$ cat config.mk
export PLATFORM = sky130hd
export DESIGN_NAME = rts_supervisor
export DESIGN_NICKNAME = d
export VERILOG_FILES = /design/src/design/rts_pkg.sv /design/src/design/rts_supervisor.sv
export VERILOG_INCLUDE_DIRS = /design/src /design/src/design
export SDC_FILE = /design/constraint.sdc
export NUM_CORES = 1
export LEC_CHECK = 0
export BUFFER_PORTS_ARGS = -buffer_cell sky130_fd_sc_hd__buf_2
export CAP_MARGIN = 20
export CORE_MARGIN = 1
export CORE_UTILIZATION = 40
export DETAILED_ROUTE_END_ITERATION = 8
export PLACE_DENSITY = 0.58
export REMOVE_ABC_BUFFERS = 1
export SLEW_MARGIN = 20
export SYNTH_ARGS = -nofsm -noshare
export SYNTH_HDL_FRONTEND = slang
export SYNTH_SLANG_ARGS = --single-unit
export TNS_END_PERCENT = 1
$ cat constraint.sdc
create_clock -name clock_i -period 12.42 [get_ports clock_i]
set_input_delay 2.484 -clock clock_i [delete_from_list [all_inputs] [get_ports clock_i]]
set_output_delay 2.484 -clock clock_i [all_outputs]
set_load 0.01 [all_outputs]
$ cat src/design/rts_defs.svh
/*
 Timing, code and field constants for the regulator thermal supervisor.
 Assumes inclusion by bare name from the package and the design file.
*/
`ifndef RTS_DEFS_SVH
`define RTS_DEFS_SVH
`define RTS_CLK_MHZ        200
`define RTS_FILT_TYP_US    20
`define RTS_FILT_MAX_US    30
`define RTS_ST_CYCLES      4
`define RTS_ADDR_STATUS    4'h0
`define RTS_ADDR_MASK      4'h1
`define RTS_ADDR_CFG       4'h2
`define RTS_ADDR_SELFTEST  4'h3
`define RTS_ADDR_REGEN     4'h4
`define RTS_THR_MAX_CODE   3'h5
`define RTS_THR_BASE_C     8'h4B
`define RTS_THR_STEP_C     8'h0F
`define RTS_IRQ_DIE        0
`define RTS_IRQ_OT         1
`define RTS_IRQ_SELFTEST   2
`define RTS_IRQ_FAILSAFE   3
`endif

$ cat src/design/rts_pkg.sv
/*
 Types for the regulator thermal supervisor.
 Assumes rts_defs.svh is on the include path.
*/
`include "rts_defs.svh"
package rts_pkg;
  typedef enum logic [1:0] {
    RTS_ST_IDLE = 2'b00,
    RTS_ST_HIGH = 2'b01,
    RTS_ST_LOW  = 2'b11,
    RTS_ST_RUN  = 2'b10
  } rts_phase_t;
  typedef struct packed {
    logic [2:0] die_thr_code;
    logic [7:0] die_temp;
  } rts_die_t;
endpackage

$ cat src/design/rts_supervisor.sv
/*
 Regulator thermal supervisor: per regulator overheat filter, shutdown,
 restart, sensor self-test at startup, centre-die interrupt, register port.
 Assumes inputs synchronous to clock_i; sensor test drive loops back through
 the analog sensors; startup_i is a one-cycle pulse.
*/
`include "rts_defs.svh"
module rts_supervisor #(
  parameter int N_REG    = 8,
  parameter int FILT_CYC = `RTS_FILT_TYP_US * `RTS_CLK_MHZ
) (
  input  wire logic               clock_i,
  input  wire logic               rst_i,
  input  wire logic               startup_i,
  input  wire logic [N_REG-1:0]   overheat_cutoff_i,
  input  wire rts_pkg::rts_die_t  die_i,
  input  wire logic [3:0]         addr_i,
  input  wire logic [31:0]        wdata_i,
  input  wire logic               wr_i,
  input  wire logic               rd_i,
  output logic [31:0]             rdata_o,
  output logic [N_REG-1:0]        reg_on_o,
  output logic [N_REG-1:0]        sensor_test_o,
  output logic                    deep_failsafe_o,
  output logic                    irq_o
);
  localparam int FILT_MAX = `RTS_FILT_MAX_US * `RTS_CLK_MHZ;
  localparam int CW       = $clog2(FILT_MAX + 1);
  localparam logic [CW-1:0] FILT_LIM = CW'(FILT_CYC - 1);

  typedef struct packed {
    logic [N_REG-1:0][CW-1:0] filt;
    logic [N_REG-1:0]         hot;
    logic [N_REG-1:0]         cut;
    logic [N_REG-1:0]         regen;
    logic [N_REG-1:0]         fsmode;
    logic [N_REG-1:0]         stim;
    logic                     fs;
    rts_pkg::rts_phase_t      ph;
    logic [2:0]               stcnt;
    logic                     fault;
    logic                     die_hot;
    logic [3:0]               stat;
    logic [3:0]               mask;
    logic [31:0]              rdata;
    logic                     irq;
    logic [N_REG-1:0]         reg_on;
  } st_t;

  st_t s_r, s_nxt;
  logic [7:0] thr_c;
  logic [2:0] code_eff;

  always_comb begin
    code_eff = (die_i.die_thr_code > `RTS_THR_MAX_CODE) ? `RTS_THR_MAX_CODE
                                                        : die_i.die_thr_code;
    thr_c = `RTS_THR_BASE_C + 8'(`RTS_THR_STEP_C * code_eff);
  end

  always_comb begin
    s_nxt = s_r;
    s_nxt.rdata = 32'h0;
    // Overheat filter and response per regulator
    for (int i = 0; i < N_REG; i++) begin
      if (s_r.ph != rts_pkg::RTS_ST_RUN || !overheat_cutoff_i[i]) begin
        s_nxt.filt[i] = '0;
        s_nxt.hot[i]  = 1'b0;
      end else if (s_r.filt[i] == FILT_LIM) begin
        s_nxt.hot[i]  = 1'b1;
      end else begin
        s_nxt.filt[i] = s_r.filt[i] + CW'(1);
      end
      if (s_r.hot[i] && !s_r.cut[i]) begin
        s_nxt.cut[i] = 1'b1;
        s_nxt.stat[`RTS_IRQ_OT] = 1'b1;
        if (s_r.fsmode[i]) begin
          s_nxt.fs = 1'b1;
          s_nxt.stat[`RTS_IRQ_FAILSAFE] = 1'b1;
        end
      end else if (s_r.cut[i] && !overheat_cutoff_i[i] && !s_r.fsmode[i] && !s_r.fs) begin
        s_nxt.cut[i] = 1'b0;
      end
    end
    // Startup self-test: drive sensors high, then low
    case (s_r.ph)
      rts_pkg::RTS_ST_IDLE: begin
        s_nxt.stim  = '1;
        s_nxt.stcnt = '0;
        s_nxt.ph    = rts_pkg::RTS_ST_HIGH;
      end
      rts_pkg::RTS_ST_HIGH: begin
        s_nxt.stcnt = s_r.stcnt + 3'h1;
        if (s_r.stcnt == 3'(`RTS_ST_CYCLES - 1)) begin
          if (overheat_cutoff_i != '1) begin
            s_nxt.fault = 1'b1;
          end
          s_nxt.stim  = '0;
          s_nxt.stcnt = '0;
          s_nxt.ph    = rts_pkg::RTS_ST_LOW;
        end
      end
      rts_pkg::RTS_ST_LOW: begin
        s_nxt.stcnt = s_r.stcnt + 3'h1;
        if (s_r.stcnt == 3'(`RTS_ST_CYCLES - 1)) begin
          if (overheat_cutoff_i != '0) begin
            s_nxt.fault = 1'b1;
          end
          s_nxt.ph = rts_pkg::RTS_ST_RUN;
        end
      end
      default: begin
        s_nxt.ph = rts_pkg::RTS_ST_RUN;
      end
    endcase
    if (s_nxt.fault && !s_r.fault) begin
      s_nxt.stat[`RTS_IRQ_SELFTEST] = 1'b1;
    end
    // Centre-die threshold crossing event
    s_nxt.die_hot = die_i.die_temp > thr_c;
    // Register port
    if (wr_i) begin
      if (addr_i == `RTS_ADDR_MASK) begin
        s_nxt.mask = wdata_i[3:0];
      end else if (addr_i == `RTS_ADDR_CFG) begin
        s_nxt.fsmode = wdata_i[N_REG-1:0];
      end else if (addr_i == `RTS_ADDR_REGEN) begin
        s_nxt.regen = wdata_i[N_REG-1:0];
      end
    end
    if (rd_i) begin
      if (addr_i == `RTS_ADDR_STATUS) begin
        s_nxt.rdata = {28'h0, s_r.stat};
        s_nxt.stat  = 4'h0;
      end else if (addr_i == `RTS_ADDR_MASK) begin
        s_nxt.rdata = {28'h0, s_r.mask};
      end else if (addr_i == `RTS_ADDR_CFG) begin
        s_nxt.rdata = 32'(s_r.fsmode);
      end else if (addr_i == `RTS_ADDR_SELFTEST) begin
        s_nxt.rdata = {s_r.fs, s_r.die_hot, 29'h0, s_r.fault};
      end else if (addr_i == `RTS_ADDR_REGEN) begin
        s_nxt.rdata = 32'(s_r.regen);
      end
    end
    // Event sets win over the read clear
    if (s_nxt.die_hot && !s_r.die_hot) begin
      s_nxt.stat[`RTS_IRQ_DIE] = 1'b1;
    end
    for (int i = 0; i < N_REG; i++) begin
      if (s_r.hot[i] && !s_r.cut[i]) begin
        s_nxt.stat[`RTS_IRQ_OT] = 1'b1;
        if (s_r.fsmode[i]) begin
          s_nxt.stat[`RTS_IRQ_FAILSAFE] = 1'b1;
        end
      end
    end
    if (s_nxt.fault && !s_r.fault) begin
      s_nxt.stat[`RTS_IRQ_SELFTEST] = 1'b1;
    end
    if (startup_i) begin
      s_nxt.ph    = rts_pkg::RTS_ST_IDLE;
      s_nxt.fault = 1'b0;
      s_nxt.fs    = 1'b0;
      s_nxt.cut   = '0;
    end
    s_nxt.irq = |(s_nxt.stat & s_nxt.mask);
    // Enables leave straight from a flop, in the same cycle as the state that gates them
    s_nxt.reg_on = s_nxt.regen & ~s_nxt.cut & {N_REG{~s_nxt.fs}};
  end

  always_ff @(posedge clock_i or posedge rst_i) begin
    if (rst_i) begin
      s_r    <= '0;
      s_r.regen <= '1;
      s_r.reg_on <= '1;
    end else begin
      s_r <= s_nxt;
    end
  end

  assign rdata_o         = s_r.rdata;
  assign sensor_test_o   = s_r.stim;
  assign deep_failsafe_o = s_r.fs;
  assign irq_o           = s_r.irq;
  assign reg_on_o        = s_r.reg_on;

  // Assertions
  logic [N_REG-1:0] oh_q1;
  always_ff @(posedge clock_i or posedge rst_i) begin
    if (rst_i) begin
      oh_q1 <= '0;
    end else begin
      oh_q1 <= overheat_cutoff_i;
    end
  end

  filt_no_early_a: assert property (@(posedge clock_i) disable iff (rst_i)
    $rose(s_r.hot[0]) |-> $past(overheat_cutoff_i[0], 1) && $past(s_r.filt[0], 1) == FILT_LIM)
    else $error("overheat accepted before filter expired");
  filt_bound_a: assert property (@(posedge clock_i) disable iff (rst_i)
    s_r.filt[0] <= FILT_LIM)
    else $error("filter count past its limit");
  cut_follows_a: assert property (@(posedge clock_i) disable iff (rst_i || startup_i)
    s_r.hot[0] && !s_r.cut[0] |=> s_r.cut[0] && !reg_on_o[0])
    else $error("regulator not cut on overheat");
  cut_isolated_a: assert property (@(posedge clock_i) disable iff (rst_i || startup_i)
    $rose(s_r.cut[1]) |-> $past(s_r.hot[1]))
    else $error("regulator cut without own overheat");
  failsafe_mode_a: assert property (@(posedge clock_i) disable iff (rst_i || startup_i)
    s_r.hot[0] && !s_r.cut[0] && s_r.fsmode[0] |=> deep_failsafe_o)
    else $error("fail-safe not entered");
  restart_a: assert property (@(posedge clock_i) disable iff (rst_i || startup_i)
    s_r.cut[0] && !overheat_cutoff_i[0] && !s_r.fsmode[0] && !s_r.fs |=> !s_r.cut[0])
    else $error("no automatic restart");
  selftest_high_a: assert property (@(posedge clock_i) disable iff (rst_i || startup_i)
    s_r.ph == rts_pkg::RTS_ST_HIGH && s_r.stcnt == 3'(`RTS_ST_CYCLES - 1)
      && overheat_cutoff_i != '1 |=> s_r.fault)
    else $error("stuck-low sensor not flagged");
  die_irq_a: assert property (@(posedge clock_i) disable iff (rst_i)
    $rose(s_r.die_hot) |-> s_r.stat[`RTS_IRQ_DIE])
    else $error("die threshold event lost");
  thr_clamp_a: assert property (@(posedge clock_i) disable iff (rst_i)
    die_i.die_thr_code[2:1] == 2'b11 |-> thr_c == 8'h96)
    else $error("reserved code not clamped");
  irq_level_a: assert property (@(posedge clock_i) disable iff (rst_i)
    irq_o == |(s_r.stat & s_r.mask))
    else $error("interrupt output mismatch");

  // Self-test sequence
  selftest_low_a: assert property (@(posedge clock_i) disable iff (rst_i || startup_i)
    s_r.ph == rts_pkg::RTS_ST_LOW && s_r.stcnt == 3'(`RTS_ST_CYCLES - 1)
      && overheat_cutoff_i != '0 |=> s_r.fault)
    else $error("stuck-high sensor not flagged");
  drive_high_a: assert property (@(posedge clock_i) disable iff (rst_i)
    s_r.ph == rts_pkg::RTS_ST_HIGH |-> sensor_test_o == '1)
    else $error("sensors not driven high in test");
  drive_idle_a: assert property (@(posedge clock_i) disable iff (rst_i)
    s_r.ph == rts_pkg::RTS_ST_RUN |-> sensor_test_o == '0)
    else $error("sensor drive left on in run");
  phase_order_a: assert property (@(posedge clock_i) disable iff (rst_i || startup_i)
    s_r.ph == rts_pkg::RTS_ST_HIGH |=> s_r.ph inside {rts_pkg::RTS_ST_HIGH, rts_pkg::RTS_ST_LOW})
    else $error("self-test phase skipped");
  idle_to_high_a: assert property (@(posedge clock_i) disable iff (rst_i || startup_i)
    s_r.ph == rts_pkg::RTS_ST_IDLE |=> s_r.ph == rts_pkg::RTS_ST_HIGH)
    else $error("self-test did not start");
  high_to_low_a: assert property (@(posedge clock_i) disable iff (rst_i || startup_i)
    s_r.ph == rts_pkg::RTS_ST_HIGH && s_r.stcnt == 3'(`RTS_ST_CYCLES - 1)
      |=> s_r.ph == rts_pkg::RTS_ST_LOW && sensor_test_o == '0)
    else $error("self-test low phase not entered");
  selftest_run_a: assert property (@(posedge clock_i) disable iff (rst_i || startup_i)
    s_r.ph == rts_pkg::RTS_ST_LOW && s_r.stcnt == 3'(`RTS_ST_CYCLES - 1) |=> s_r.ph == rts_pkg::RTS_ST_RUN)
    else $error("self-test did not finish");
  fault_sticky_a: assert property (@(posedge clock_i) disable iff (rst_i || startup_i)
    s_r.fault |=> s_r.fault)
    else $error("fault flag lost");

  // Register port
  mask_write_a: assert property (@(posedge clock_i) disable iff (rst_i)
    wr_i && addr_i == `RTS_ADDR_MASK |=> s_r.mask == $past(wdata_i[3:0]))
    else $error("mask write lost");
  cfg_write_a: assert property (@(posedge clock_i) disable iff (rst_i)
    wr_i && addr_i == `RTS_ADDR_CFG |=> s_r.fsmode == $past(wdata_i[N_REG-1:0]))
    else $error("response config write lost");
  regen_write_a: assert property (@(posedge clock_i) disable iff (rst_i)
    wr_i && addr_i == `RTS_ADDR_REGEN |=> s_r.regen == $past(wdata_i[N_REG-1:0]))
    else $error("enable write lost");
  status_read_a: assert property (@(posedge clock_i) disable iff (rst_i)
    rd_i && addr_i == `RTS_ADDR_STATUS |=> rdata_o == {28'h0, $past(s_r.stat)})
    else $error("status read data wrong");
  mask_read_a: assert property (@(posedge clock_i) disable iff (rst_i)
    rd_i && addr_i == `RTS_ADDR_MASK |=> rdata_o == {28'h0, $past(s_r.mask)})
    else $error("mask read data wrong");
  cfg_read_a: assert property (@(posedge clock_i) disable iff (rst_i)
    rd_i && addr_i == `RTS_ADDR_CFG |=> rdata_o == 32'($past(s_r.fsmode)))
    else $error("config read data wrong");
  regen_read_a: assert property (@(posedge clock_i) disable iff (rst_i)
    rd_i && addr_i == `RTS_ADDR_REGEN |=> rdata_o == 32'($past(s_r.regen)))
    else $error("enable read data wrong");
  flags_read_a: assert property (@(posedge clock_i) disable iff (rst_i)
    rd_i && addr_i == `RTS_ADDR_SELFTEST
      |=> rdata_o == {$past(s_r.fs), $past(s_r.die_hot), 29'h0, $past(s_r.fault)})
    else $error("flag read data wrong");
  fault_read_a: assert property (@(posedge clock_i) disable iff (rst_i)
    rd_i && addr_i == `RTS_ADDR_SELFTEST |=> rdata_o[0] == $past(s_r.fault))
    else $error("fault flag not readable");
  rdata_idle_a: assert property (@(posedge clock_i) disable iff (rst_i)
    !rd_i |=> rdata_o == 32'h0)
    else $error("read data outside read answer");
  irq_masked_a: assert property (@(posedge clock_i) disable iff (rst_i)
    s_r.mask == 4'h0 && !wr_i |=> !irq_o)
    else $error("masked interrupt raised");

  // Startup and sticky state
  ph_idle_a: assert property (@(posedge clock_i) disable iff (rst_i)
    startup_i |=> s_r.ph == rts_pkg::RTS_ST_IDLE)
    else $error("startup did not restart self-test");
  startup_clear_a: assert property (@(posedge clock_i) disable iff (rst_i)
    startup_i |=> !s_r.fault && !deep_failsafe_o && s_r.cut == '0)
    else $error("startup did not clear state");
  fs_sticky_a: assert property (@(posedge clock_i) disable iff (rst_i || startup_i)
    deep_failsafe_o |=> deep_failsafe_o)
    else $error("fail-safe state lost");

  // Per regulator: each filter answers only to its own sensor; deep fail-safe keeps each already cut regulator cut
  for (genvar g = 0; g < N_REG; g++) begin : g_reg_chk
    hot_own_a: assert property (@(posedge clock_i) disable iff (rst_i)
      s_r.hot[g] |-> oh_q1[g])
      else $error("overheat held without own sensor");
    cut_own_a: assert property (@(posedge clock_i) disable iff (rst_i || startup_i)
      $rose(s_r.cut[g]) |-> $past(s_r.hot[g]))
      else $error("regulator cut without own overheat");
    cut_next_a: assert property (@(posedge clock_i) disable iff (rst_i || startup_i)
      s_r.hot[g] && !s_r.cut[g] |=> s_r.cut[g])
      else $error("regulator not cut on overheat");
    fs_entry_a: assert property (@(posedge clock_i) disable iff (rst_i || startup_i)
      s_r.hot[g] && !s_r.cut[g] && s_r.fsmode[g] |=> s_r.fs)
      else $error("fail-safe not entered");
    fs_hold_a: assert property (@(posedge clock_i) disable iff (rst_i || startup_i)
      s_r.cut[g] && s_r.fs |=> s_r.cut[g])
      else $error("regulator restarted in fail-safe");
    restart_own_a: assert property (@(posedge clock_i) disable iff (rst_i || startup_i)
      s_r.cut[g] && !overheat_cutoff_i[g] && !s_r.fsmode[g] && !s_r.fs |=> !s_r.cut[g])
      else $error("no automatic restart");
    on_level_a: assert property (@(posedge clock_i) disable iff (rst_i)
      reg_on_o[g] == (s_r.regen[g] && !s_r.cut[g] && !s_r.fs))
      else $error("regulator enable mismatch");
    stat_ot_a: assert property (@(posedge clock_i) disable iff (rst_i)
      s_r.hot[g] && !s_r.cut[g] |=> s_r.stat[`RTS_IRQ_OT])
      else $error("overheat event lost");
    fs_stat_a: assert property (@(posedge clock_i) disable iff (rst_i)
      s_r.hot[g] && !s_r.cut[g] && s_r.fsmode[g] |=> s_r.stat[`RTS_IRQ_FAILSAFE])
      else $error("fail-safe event lost");
  end

  cov_cut_c: cover property (@(posedge clock_i) disable iff (rst_i) $rose(s_r.cut[0]));
  cov_restart_c: cover property (@(posedge clock_i) disable iff (rst_i) $fell(s_r.cut[0]));
  cov_fs_c: cover property (@(posedge clock_i) disable iff (rst_i) $rose(deep_failsafe_o));
  cov_irq_c: cover property (@(posedge clock_i) disable iff (rst_i) $rose(irq_o));
  cov_fault_c: cover property (@(posedge clock_i) disable iff (rst_i) $rose(s_r.fault));
endmodule // rts_supervisor

---- Word-level counts from Yosys, hierarchy flattened ----
Cells that the tools add are included.
Widths: inputs -> output; s select.
cells by class
  equal/unequal tests ..................... 28
  reduce and logical (&&, ||, !) cells .... 86
  add/sub/neg operators ................... 10
  muxes and demuxes ....................... 144
  bitwise gates (word level) .............. 6
  multiply operators ...................... 1
  $lt $le $gt $ge ......................... 2
operator list
  operator               number
  $mux 13                16
  $mux 32                5
  $add 13x1->13 const B  8
  $eq 13x12->1 const B   8
  $mux 1                 103
  $mux 8                 6
  $logic_and 1x1->1      34
  $mux 16                2
  $logic_not 1->1        27
  $ne 2x2->1 const B     10
  $reduce_bool 2->1      9
  $and 8x8->8            2
  $mux 4                 4
  $pmux 8 s2             1
  $pmux 3 s3             1
  $add 7x7->8 const A    1
  $eq 4x2->1 const B     2
  $gt 8x8->1             1
  $logic_or 1x1->1       8
  $ne 8x8->1 const B     1
  $not 8->8              1
  $reduce_bool 8->1      1
  $mul 4x3->7 const A    1
  $mux 3                 2
  20 further kinds       23
storage, ports and cells
  flip-flop bits (word level) ............. 201
  bits of input ports ..................... 60
  logic and storage cells ................. 307
  output and inout bits ................... 50

---- Depth between registers and ports, before layout ----
Gate-level depths: netlist of run 1.
  depth in word-level cells ............... 37
  gate-level depth with buffers ........... 10
  gate-level depth less buffers ........... 10

---- Least setup slack after synthesis of run 1 ----
Ideal clock, no wire load.
  kind .................................... input to register
  start ................................... input port die_i[10] (netlist name)
  end ..................................... register s_r (netlist bit irq_o)
  data required time ...................... 12.294 ns
  path buffers ............................ 0
  setup time .............................. 0.126 ns
  slack ................................... 8.170 ns
  arrival ................................. 4.124 ns
  stages .................................. 10
  path through ............................ inv_1 nand2_1 inv_1 ha_1 nor2b_1 o211ai_1 a21oi_1 a2111oi_0 o31ai_1 a221o_1
RTL lines
  element                 line                   source
  start: declaration      rts_supervisor.sv:16   input wire rts_pkg::rts_die_t die_i,
  end signal: assignment  rts_supervisor.sv:176  s_r <= s_nxt;
  end: declaration        rts_supervisor.sv:50   st_t s_r, s_nxt;

==> metrics.yaml, run 1 <==
logic_synthesis:
  synth_top_family_by_area: "simple AND/OR/NAND/NOR gates"
  yosysSeqAreaShare: 0.509
  ys_ff_latch: 172
  synth_cells: 844
  syn_area_mm2: 0.00850
  yosys.area.top_type: "dfrtp_1"
  synth_edf_count: 0
  synth_ff_type: "dfrtp_1"
  synth_fa_ha_area_frac: 0.0280
  synth_top_area_share: 0.459
  synth.distinct_cells: 57
  synth_compound_area_frac: 0.0698
  synthArstFlopShare: 1.00
  synthXorXnorAreaFrac: 0.0732
  yosys_warnings: 0
  synth-simple-area-share: 0.222
  synth_area_per_cell_um2: 10.1
  synth.area.top_cells: "dfrtp_1 46%, nor2_1 5.6%, xor2_1 5.1%"
  synthMuxAreaShare: 0.0339
sta:
  fin_setup_tns_ns: 0
  finalClockSkew_ns: 0.0111
  finalSetupViolCount: 0
  post-route-min-period_ns: 4.21
  hold_violations: 0
  max_freq_mhz: 237
  rsz0062_at_grt: "false"
  slew_headroom: 0.332
  tightest_slew_ns: 1.00
  report.final.slew_viol_count: 0
  fin_crit_sh: 0.339
floorplan:
  die_area_mm2: 0.0218
  core-area_mm2: 0.0206
  initial_core_util: 0.413
  dieWidth_um: 148
  rows: 52
  fp.dieH_um: 148
  io_pins: 110
drt:
  wl_per_cell_um: 14.8
  routed_wl_um: 17200
  firstDrtPassIters: 4
  remaining_drc_errors: 0
  ant_nets: 0
  avgViaCountPerCell: 5.08
  dr.first_iter.drc_count: 243
  via_count: 5913
grt:
  grtUsageTotal: 0.170
  grt_pass1_wl_um: 29100
  grt-ovfl-total: 0
  grt_start_max_net_pins: 71
  grt_antenna_before_repair: 0
  first_global_vias: 5688
critical_path:
  crit_path_start_kind: "input pin"
  crit_start: "die_i[10]"
  r2r_start: "s_r[175]"
  critPathRequiredTime_ns: 12.73
  critPathKind: "in -> reg"
  crit_arrival_ns: 4.52
  path_max_fanout: 4
  endpoint_kind: "flip-flop"
clock_network:
  clock_latency_ns: 0.42
  h-tree-depth: 4
  cts.sinks: 172
  cts_buffers: 17
  cts_hold_buffers: 0
  clk_path_buf_depth: 2
  cts_tree: "built"
  cts_root_buffer: "clkbuf_16"
  cts.clk_slew.worst_paths_ns: 0.06
  cts_setup_buffers: 0
  post_cts_resized: 0
flow_run:
  drv_cap: 0
power:
  ir_worst_vdd_mv: 0.0987
  power_density_mw_per_mm2: 134
  power_uw: 1260
  p_leak_uw: 0.00412
final_layout:
  num_antenna_cells: 0
  final_layout_size_suffix_gt1_frac: 0.170
  final_cells: 1163
  postLayoutCellArea_mm2: 0.00943
  fin_util: 0.458
  area_growth_pct: 10.9
  fin_nets: 960
outcome:
  status: "finished clean"
place:
  port-buffer-count: 63
  hpwl_um: 12100
  gp_congestion: 0.761
  placed_cell_area_mm2: 0.00881
  dp.cells: 1132
min_path:
  hold_class: "reg -> reg"
  min_from: "s_r[49]"
==> power by group <==
group | internal, uW | total, uW | switching, uW | leakage, uW
Combinational | 35.3 | 89.5 | 54.1 | 0.00152
Clock | 342 | 559 | 217 | 0.000297
Sequential | 597 | 615 | 18.8 | 0.00230
==> routing by layer <==
layer	share of wire	global-route usage
met5	0	0
met4	0.0073	0.0515
met3	0.025	0.0373
met2	0.47	0.265
met1	0.50	0.236
==> registers in the layout, summed over array words and instances, names as in the netlist <==
| register | flops |
|---|---|
| sensor_test_o | 1 |
| reg_on_o | 8 |
| deep_failsafe_o | 1 |
| irq_o | 1 |
| rdata_o | 10 |
| s_r | 151 |
==> critical path, cell delays in order <==
cell and delay, ns:
buf_2 0.12, inv_1 0.08, nand2_1 0.09, inv_1 0.05, ha_1 0.28, nor2b_1 0.14
o211ai_1 0.16, a21oi_1 0.09, a2111oi_0 0.55, o31ai_1 0.18, a221o_1 0.32
==> synth_stat cells (all sizes together) (2+ instances only) <==
library cell / count
a211oi: 6
or4b: 4
a22o: 2
xor2: 49
nor3: 37
ha: 19
nor2: 128
dfstp: 16
and4: 5
clkbuf: 16
and3: 15
nor3b: 5
a21oi: 30
or3: 11
mux2i: 13
o21ai: 14
nor4: 5
inv: 26
nor2b: 5
a22oi: 8
o31ai: 6
nand4: 28
nand2: 64
a32oi: 3
nor4b: 2
buf: 53
a31oi: 6
or2: 4
o2111ai: 2
and2: 6
o211ai: 4
mux2: 14
nand3b: 8
dfrtp: 156
o22ai: 3
xnor2: 22
nand2b: 7
a31o: 4
nand3: 33
==> layout make-up <==
type                    instances  area [um^2]
flip-flops and latches        172         4320
clock buffers                  21          450
fillers                      1958        11100
inverters                      26          103
well taps                     270          338
repair buffers                 66          338
multi-input cells             598         3710
clock inverters                10          164
==> layout by cell type (no fill, tap or decap), drive strengths merged, types with 5 or more instances in the layout <==
master  synthesis  routed
nor2          128     128
o21ai          14      14
mux2i          13      13
nand2          64      64
xor2           49      49
a21oi          30      30
o31ai           6       6
buf            53      66
and3           15      15
a211oi          6       6
nor4            5       5
nand3          33      33
nand3b          8       8
conb            1      22
nand4          28      28
nor2b           5       5
ha             19      19
mux2           14      14
inv            26      27
clkbuf         16      21
dfrtp         156     156
nor3           37      37
and2            6       6
a31oi           6       6
and4            5       5
nor3b           5       5
or3            11      11
xnor2          22      22
dfstp          16      16
a22oi           8       8
nand2b          7       7
==> metrics by stage <==
stage | setup WS (ns) | hold WS [ns]
4_1_cts | 8.23 | 0.476
6_report | 8.21 | 0.475
3_5_place_dp | 7.78 | 0.474
3_3_place_gp | 7.81 | 0.472
5_1_grt | 8.01 | 0.524
2_1_floorplan | 5.30 | 0.451
==> final timing paths <==
check	endpoint	cells after the start	slack, ns
min in group asynchronous	s_r[120]	2	2.10
worst min register to register	s_r[45]	1	0.48
worst max-delay path	irq_o	11	8.21
worst min-delay path	s_r[45]	1	0.48
worst max register to register	s_r[186]	7	10.41
max in group asynchronous	s_r[107]	4	8.48
==> kinds of logic after synthesis <==
kind of cell,count (synthesis)
buffers and inverters,95
AO/OA/AOI/OAI,92
flip-flops,172
XOR/XNOR,71
adder cells (fa/ha/maj),19
multiplexers,27
other,1
AND/OR/NAND/NOR,367
(Power assumes the default switching activity.)
==> inputs of run 2 (changes only) <==
--- a/config.mk
+++ b/config.mk
@@ -11,7 +11,7 @@
 export CORE_MARGIN = 1
 export CORE_UTILIZATION = 40
 export DETAILED_ROUTE_END_ITERATION = 8
-export PLACE_DENSITY = 0.58
+export PLACE_DENSITY = 0.6
 export REMOVE_ABC_BUFFERS = 1
 export SLEW_MARGIN = 20
 export SYNTH_ARGS = -nofsm -noshare
==> constraint.sdc (replaced) <==
create_clock -name clock_i -period 3.7 [get_ports clock_i]
set_input_delay 0.74 -clock clock_i [delete_from_list [all_inputs] [get_ports clock_i]]
set_output_delay 0.74 -clock clock_i [all_outputs]
set_load 0.01 [all_outputs]
==> run 2 against run 1 <==
Effect of this change:
- critical endpoint unchanged
- critical path depth is the same
- non-clock buffer count increased by 2
- global-route usage fell by 0.26 points
- via count rose by 0.19%
- core utilization about the same
- sequential share of layout area is essentially flat
- critical path type unchanged
- sequential power grew to 3.4 times the previous value
- clock power rose to 3.2 times the previous value
- setup slack got worse by 6.9 ns
- power rose to 3.3 times the previous value
==> metrics.yaml, run 2 (synthesis results as in run 1) <==
outcome:
  status: "finished clean"
floorplan:
  initial_core_util: 0.413  # unchanged
  dieWidth_um: 148  # unchanged
  die_area_mm2: 0.0218  # unchanged
  rows: 52  # unchanged
  fp.dieH_um: 148  # unchanged
  core-area_mm2: 0.0206  # unchanged
  io_pins: 110  # unchanged
power:
  switching_share: 0.238  # +0.00879
  p_leak_uw: 0.00412  # -0.15%
  p_seq_frac: 0.500  # +0.013
  p_switching_uw: 987  # +240%
  pwr-share-comb: 0.073  # +0.002
  power_density_mw_per_mm2: 440  # +230%
  clkPwrFrac: 0.427  # -0.015
  ir_worst_vdd_mv: 0.244  # +150%
  power_uw: 4140  # +230%
  intPower_uw: 3150  # +220%
clock_network:
  cts_root_buffer: "clkbuf_16"
  cts.clk_slew.worst_paths_ns: 0.07  # about the same
  cts.sinks: 172  # unchanged
  h-tree-depth: 4  # unchanged
  cts_buffers: 17  # unchanged
  post_cts_resized: 0  # unchanged
  cts_tree: "built"
  clk_path_buf_depth: 2  # unchanged
  cts_setup_buffers: 0  # unchanged
  cts_hold_buffers: 0  # unchanged
  clock_latency_ns: 0.43  # about the same
final_layout:
  fill_cells: 1974  # +0.82%
  area_growth_pct: 10.8  # about the same
  final_layout_size_suffix_gt1_frac: 0.173  # +0.00278
  regArea_mm2: 0.00432  # unchanged
  layout_common_cells: "156 x dfrtp_1, 127 x nor2_1, 63 x buf_2"
  fin_nets: 962  # +0.21%
  num_antenna_cells: 0  # unchanged
  final_common_cell: "dfrtp_1"
  postLayoutCellArea_mm2: 0.00942  # about the same
  largest_reg_flops: 151  # unchanged
  multi_input_area_mm2: 0.00371  # unchanged
  regMostFlops: "s_r"
sta:
  max_freq_mhz: 411
  fin_setup_tns_ns: 0  # unchanged
  hold_violations: 0  # unchanged
  finalSetupViolCount: 0  # unchanged
  finalClockSkew_ns: 0.00950  # -0.00162 ns
  fin_crit_sh: 0.657
  report.final.slew_viol_count: 0  # unchanged
  tightest_slew_ns: 0.910  # -0.0910 ns
  post-route-min-period_ns: 2.43
  rsz0062_at_grt: "false"
  hold_ws_ns: 0.384  # -0.0917 ns
  setup_ws_ns: 1.27  # -6.94 ns
  slew_headroom: 0.393  # +0.0607
place:
  port-buffer-count: 63  # unchanged
  hpwl_um: 11800  # -1.7%
  dp_slack_ns: 0.807  # -6.97 ns
  gp_congestion: 0.764  # +0.39%
  placed_cell_area_mm2: 0.00884  # +0.31%
critical_path:
  r2r_slack_ns: 1.68  # -8.73 ns
  endpoint_kind: "flip-flop"
  crit_path_start_kind: "input pin"
  slowest_stage: "a2111oi_0"
  r2r_start: "s_r[188]"
  critPathRequiredTime_ns: 4.01  # -8.72 ns
  timing.rr.end: "s_r[199]"
  path_delay_family: "compound AO/OA/AOI/OAI gates"
  critPathKind: "in -> reg"
  cp_common_cell: "inv_1"
  max_stage_delay_ns: 0.53  # -0.02 ns
  reg2reg_depth: 7  # unchanged
  path_buf_inv: 3  # unchanged
  crit_arrival_ns: 2.74  # -1.78 ns
  path_cells: "buf_2 -> inv_1 -> nand2_1 -> inv_1 -> ha_1 -> nor2b_1 -> o211ai_1 -> a21oi_1 -> a2111oi_0 -> o31ai_1 -> a221o_1"
  path_max_fanout: 4  # unchanged
drt:
  ant_nets: 0  # unchanged
  dr.first_iter.drc_count: 331  # +36%
  remaining_drc_errors: 0  # unchanged
  firstDrtPassIters: 4  # unchanged
  wl_met2_um: 7820  # -2.6%
  met1_length_um: 8500  # -1.1%
  via_count: 5924  # +0.19%
  routed_wl_um: 17000  # -1.2%
  met3RoutedLength_um: 538  # +25%
  routed.top_layer: "met4"
  wl_per_cell_um: 14.6  # -1.4%
  avgViaCountPerCell: 5.08  # about the same
grt:
  grtUsageTotal: 0.167  # -0.00263
  grt_start_max_net_pins: 66  # -7.0%
  first_global_vias: 5752  # +1.1%
  grt_pass1_wl_um: 28800  # -1.1%
  grt-ovfl-total: 0  # unchanged
  grt_antenna_before_repair: 0  # unchanged
min_path:
  hold_class: "in -> async"
flow_run:
  drv_cap: 0  # unchanged
-- run 2: changes by cell type in the layout (fill, tap and decap cells not counted) --
cell,delta
clkinv_2,+1
bufinv_16,-2
buf_4,+1
clkinvlp_4,+2
buf_12,+1
clkinv_4,-1
clkbuf_8,+1
-- run 2: per-layer routing --
| layer | vias up | global-route usage |
|---|---|---|
| met4 | 0 | 0.0495 |
| met2 | 87 | 0.258 |
| met3 | 6 | 0.0361 |
| li1 | 2932 | - |
| met1 | 2899 | 0.236 |
| met5 | - | 0 |
-- run 2: power by group through the flow --
| stage | sequential (uW) | combinational, uW | clock [uW] |
|---|---|---|---|
| global placement | 2100 | 307 | 0 |
| finish | 2070 | 303 | 1770 |
| detailed placement | 2100 | 311 | 0 |
| CTS | 2070 | 312 | 1820 |
| floorplan | 2100 | 167 | 0 |
| global route | 2080 | 345 | 1900 |
-- run 2: worst max path at each step --
stage | from | endpoint | slack [ns] | cells past startpoint
2_1_floorplan | rst_i | deep_failsafe_o | -1.67 | 1
3_3_place_gp | die_i[10] | irq_o | 0.85 | 11
3_5_place_dp | die_i[10] | irq_o | 0.81 | 11
4_1_cts | die_i[10] | irq_o | 1.26 | 11
5_1_grt | die_i[10] | irq_o | 1.08 | 11
6_report | die_i[10] | irq_o | 1.27 | 11
-- run 2: per-stage QoR --
stage | util | instances
after floorplan | - | 796
after global placement | 0.430 | 1134
after detailed placement | 0.430 | 1134
after CTS | 0.458 | 1166
after global routing | 0.458 | 1166
final | 0.458 | 1166
-- run 2: layout make-up --
type	count	share of cell area
Inverter	26	0.0109
Timing Repair Buffer	68	0.0388
Sequential cell	172	0.459
Multi-Input combinational cell	598	0.394
Tap cell	270	0.0359
Clock buffer	22	0.0493
Clock inverter	10	0.0122
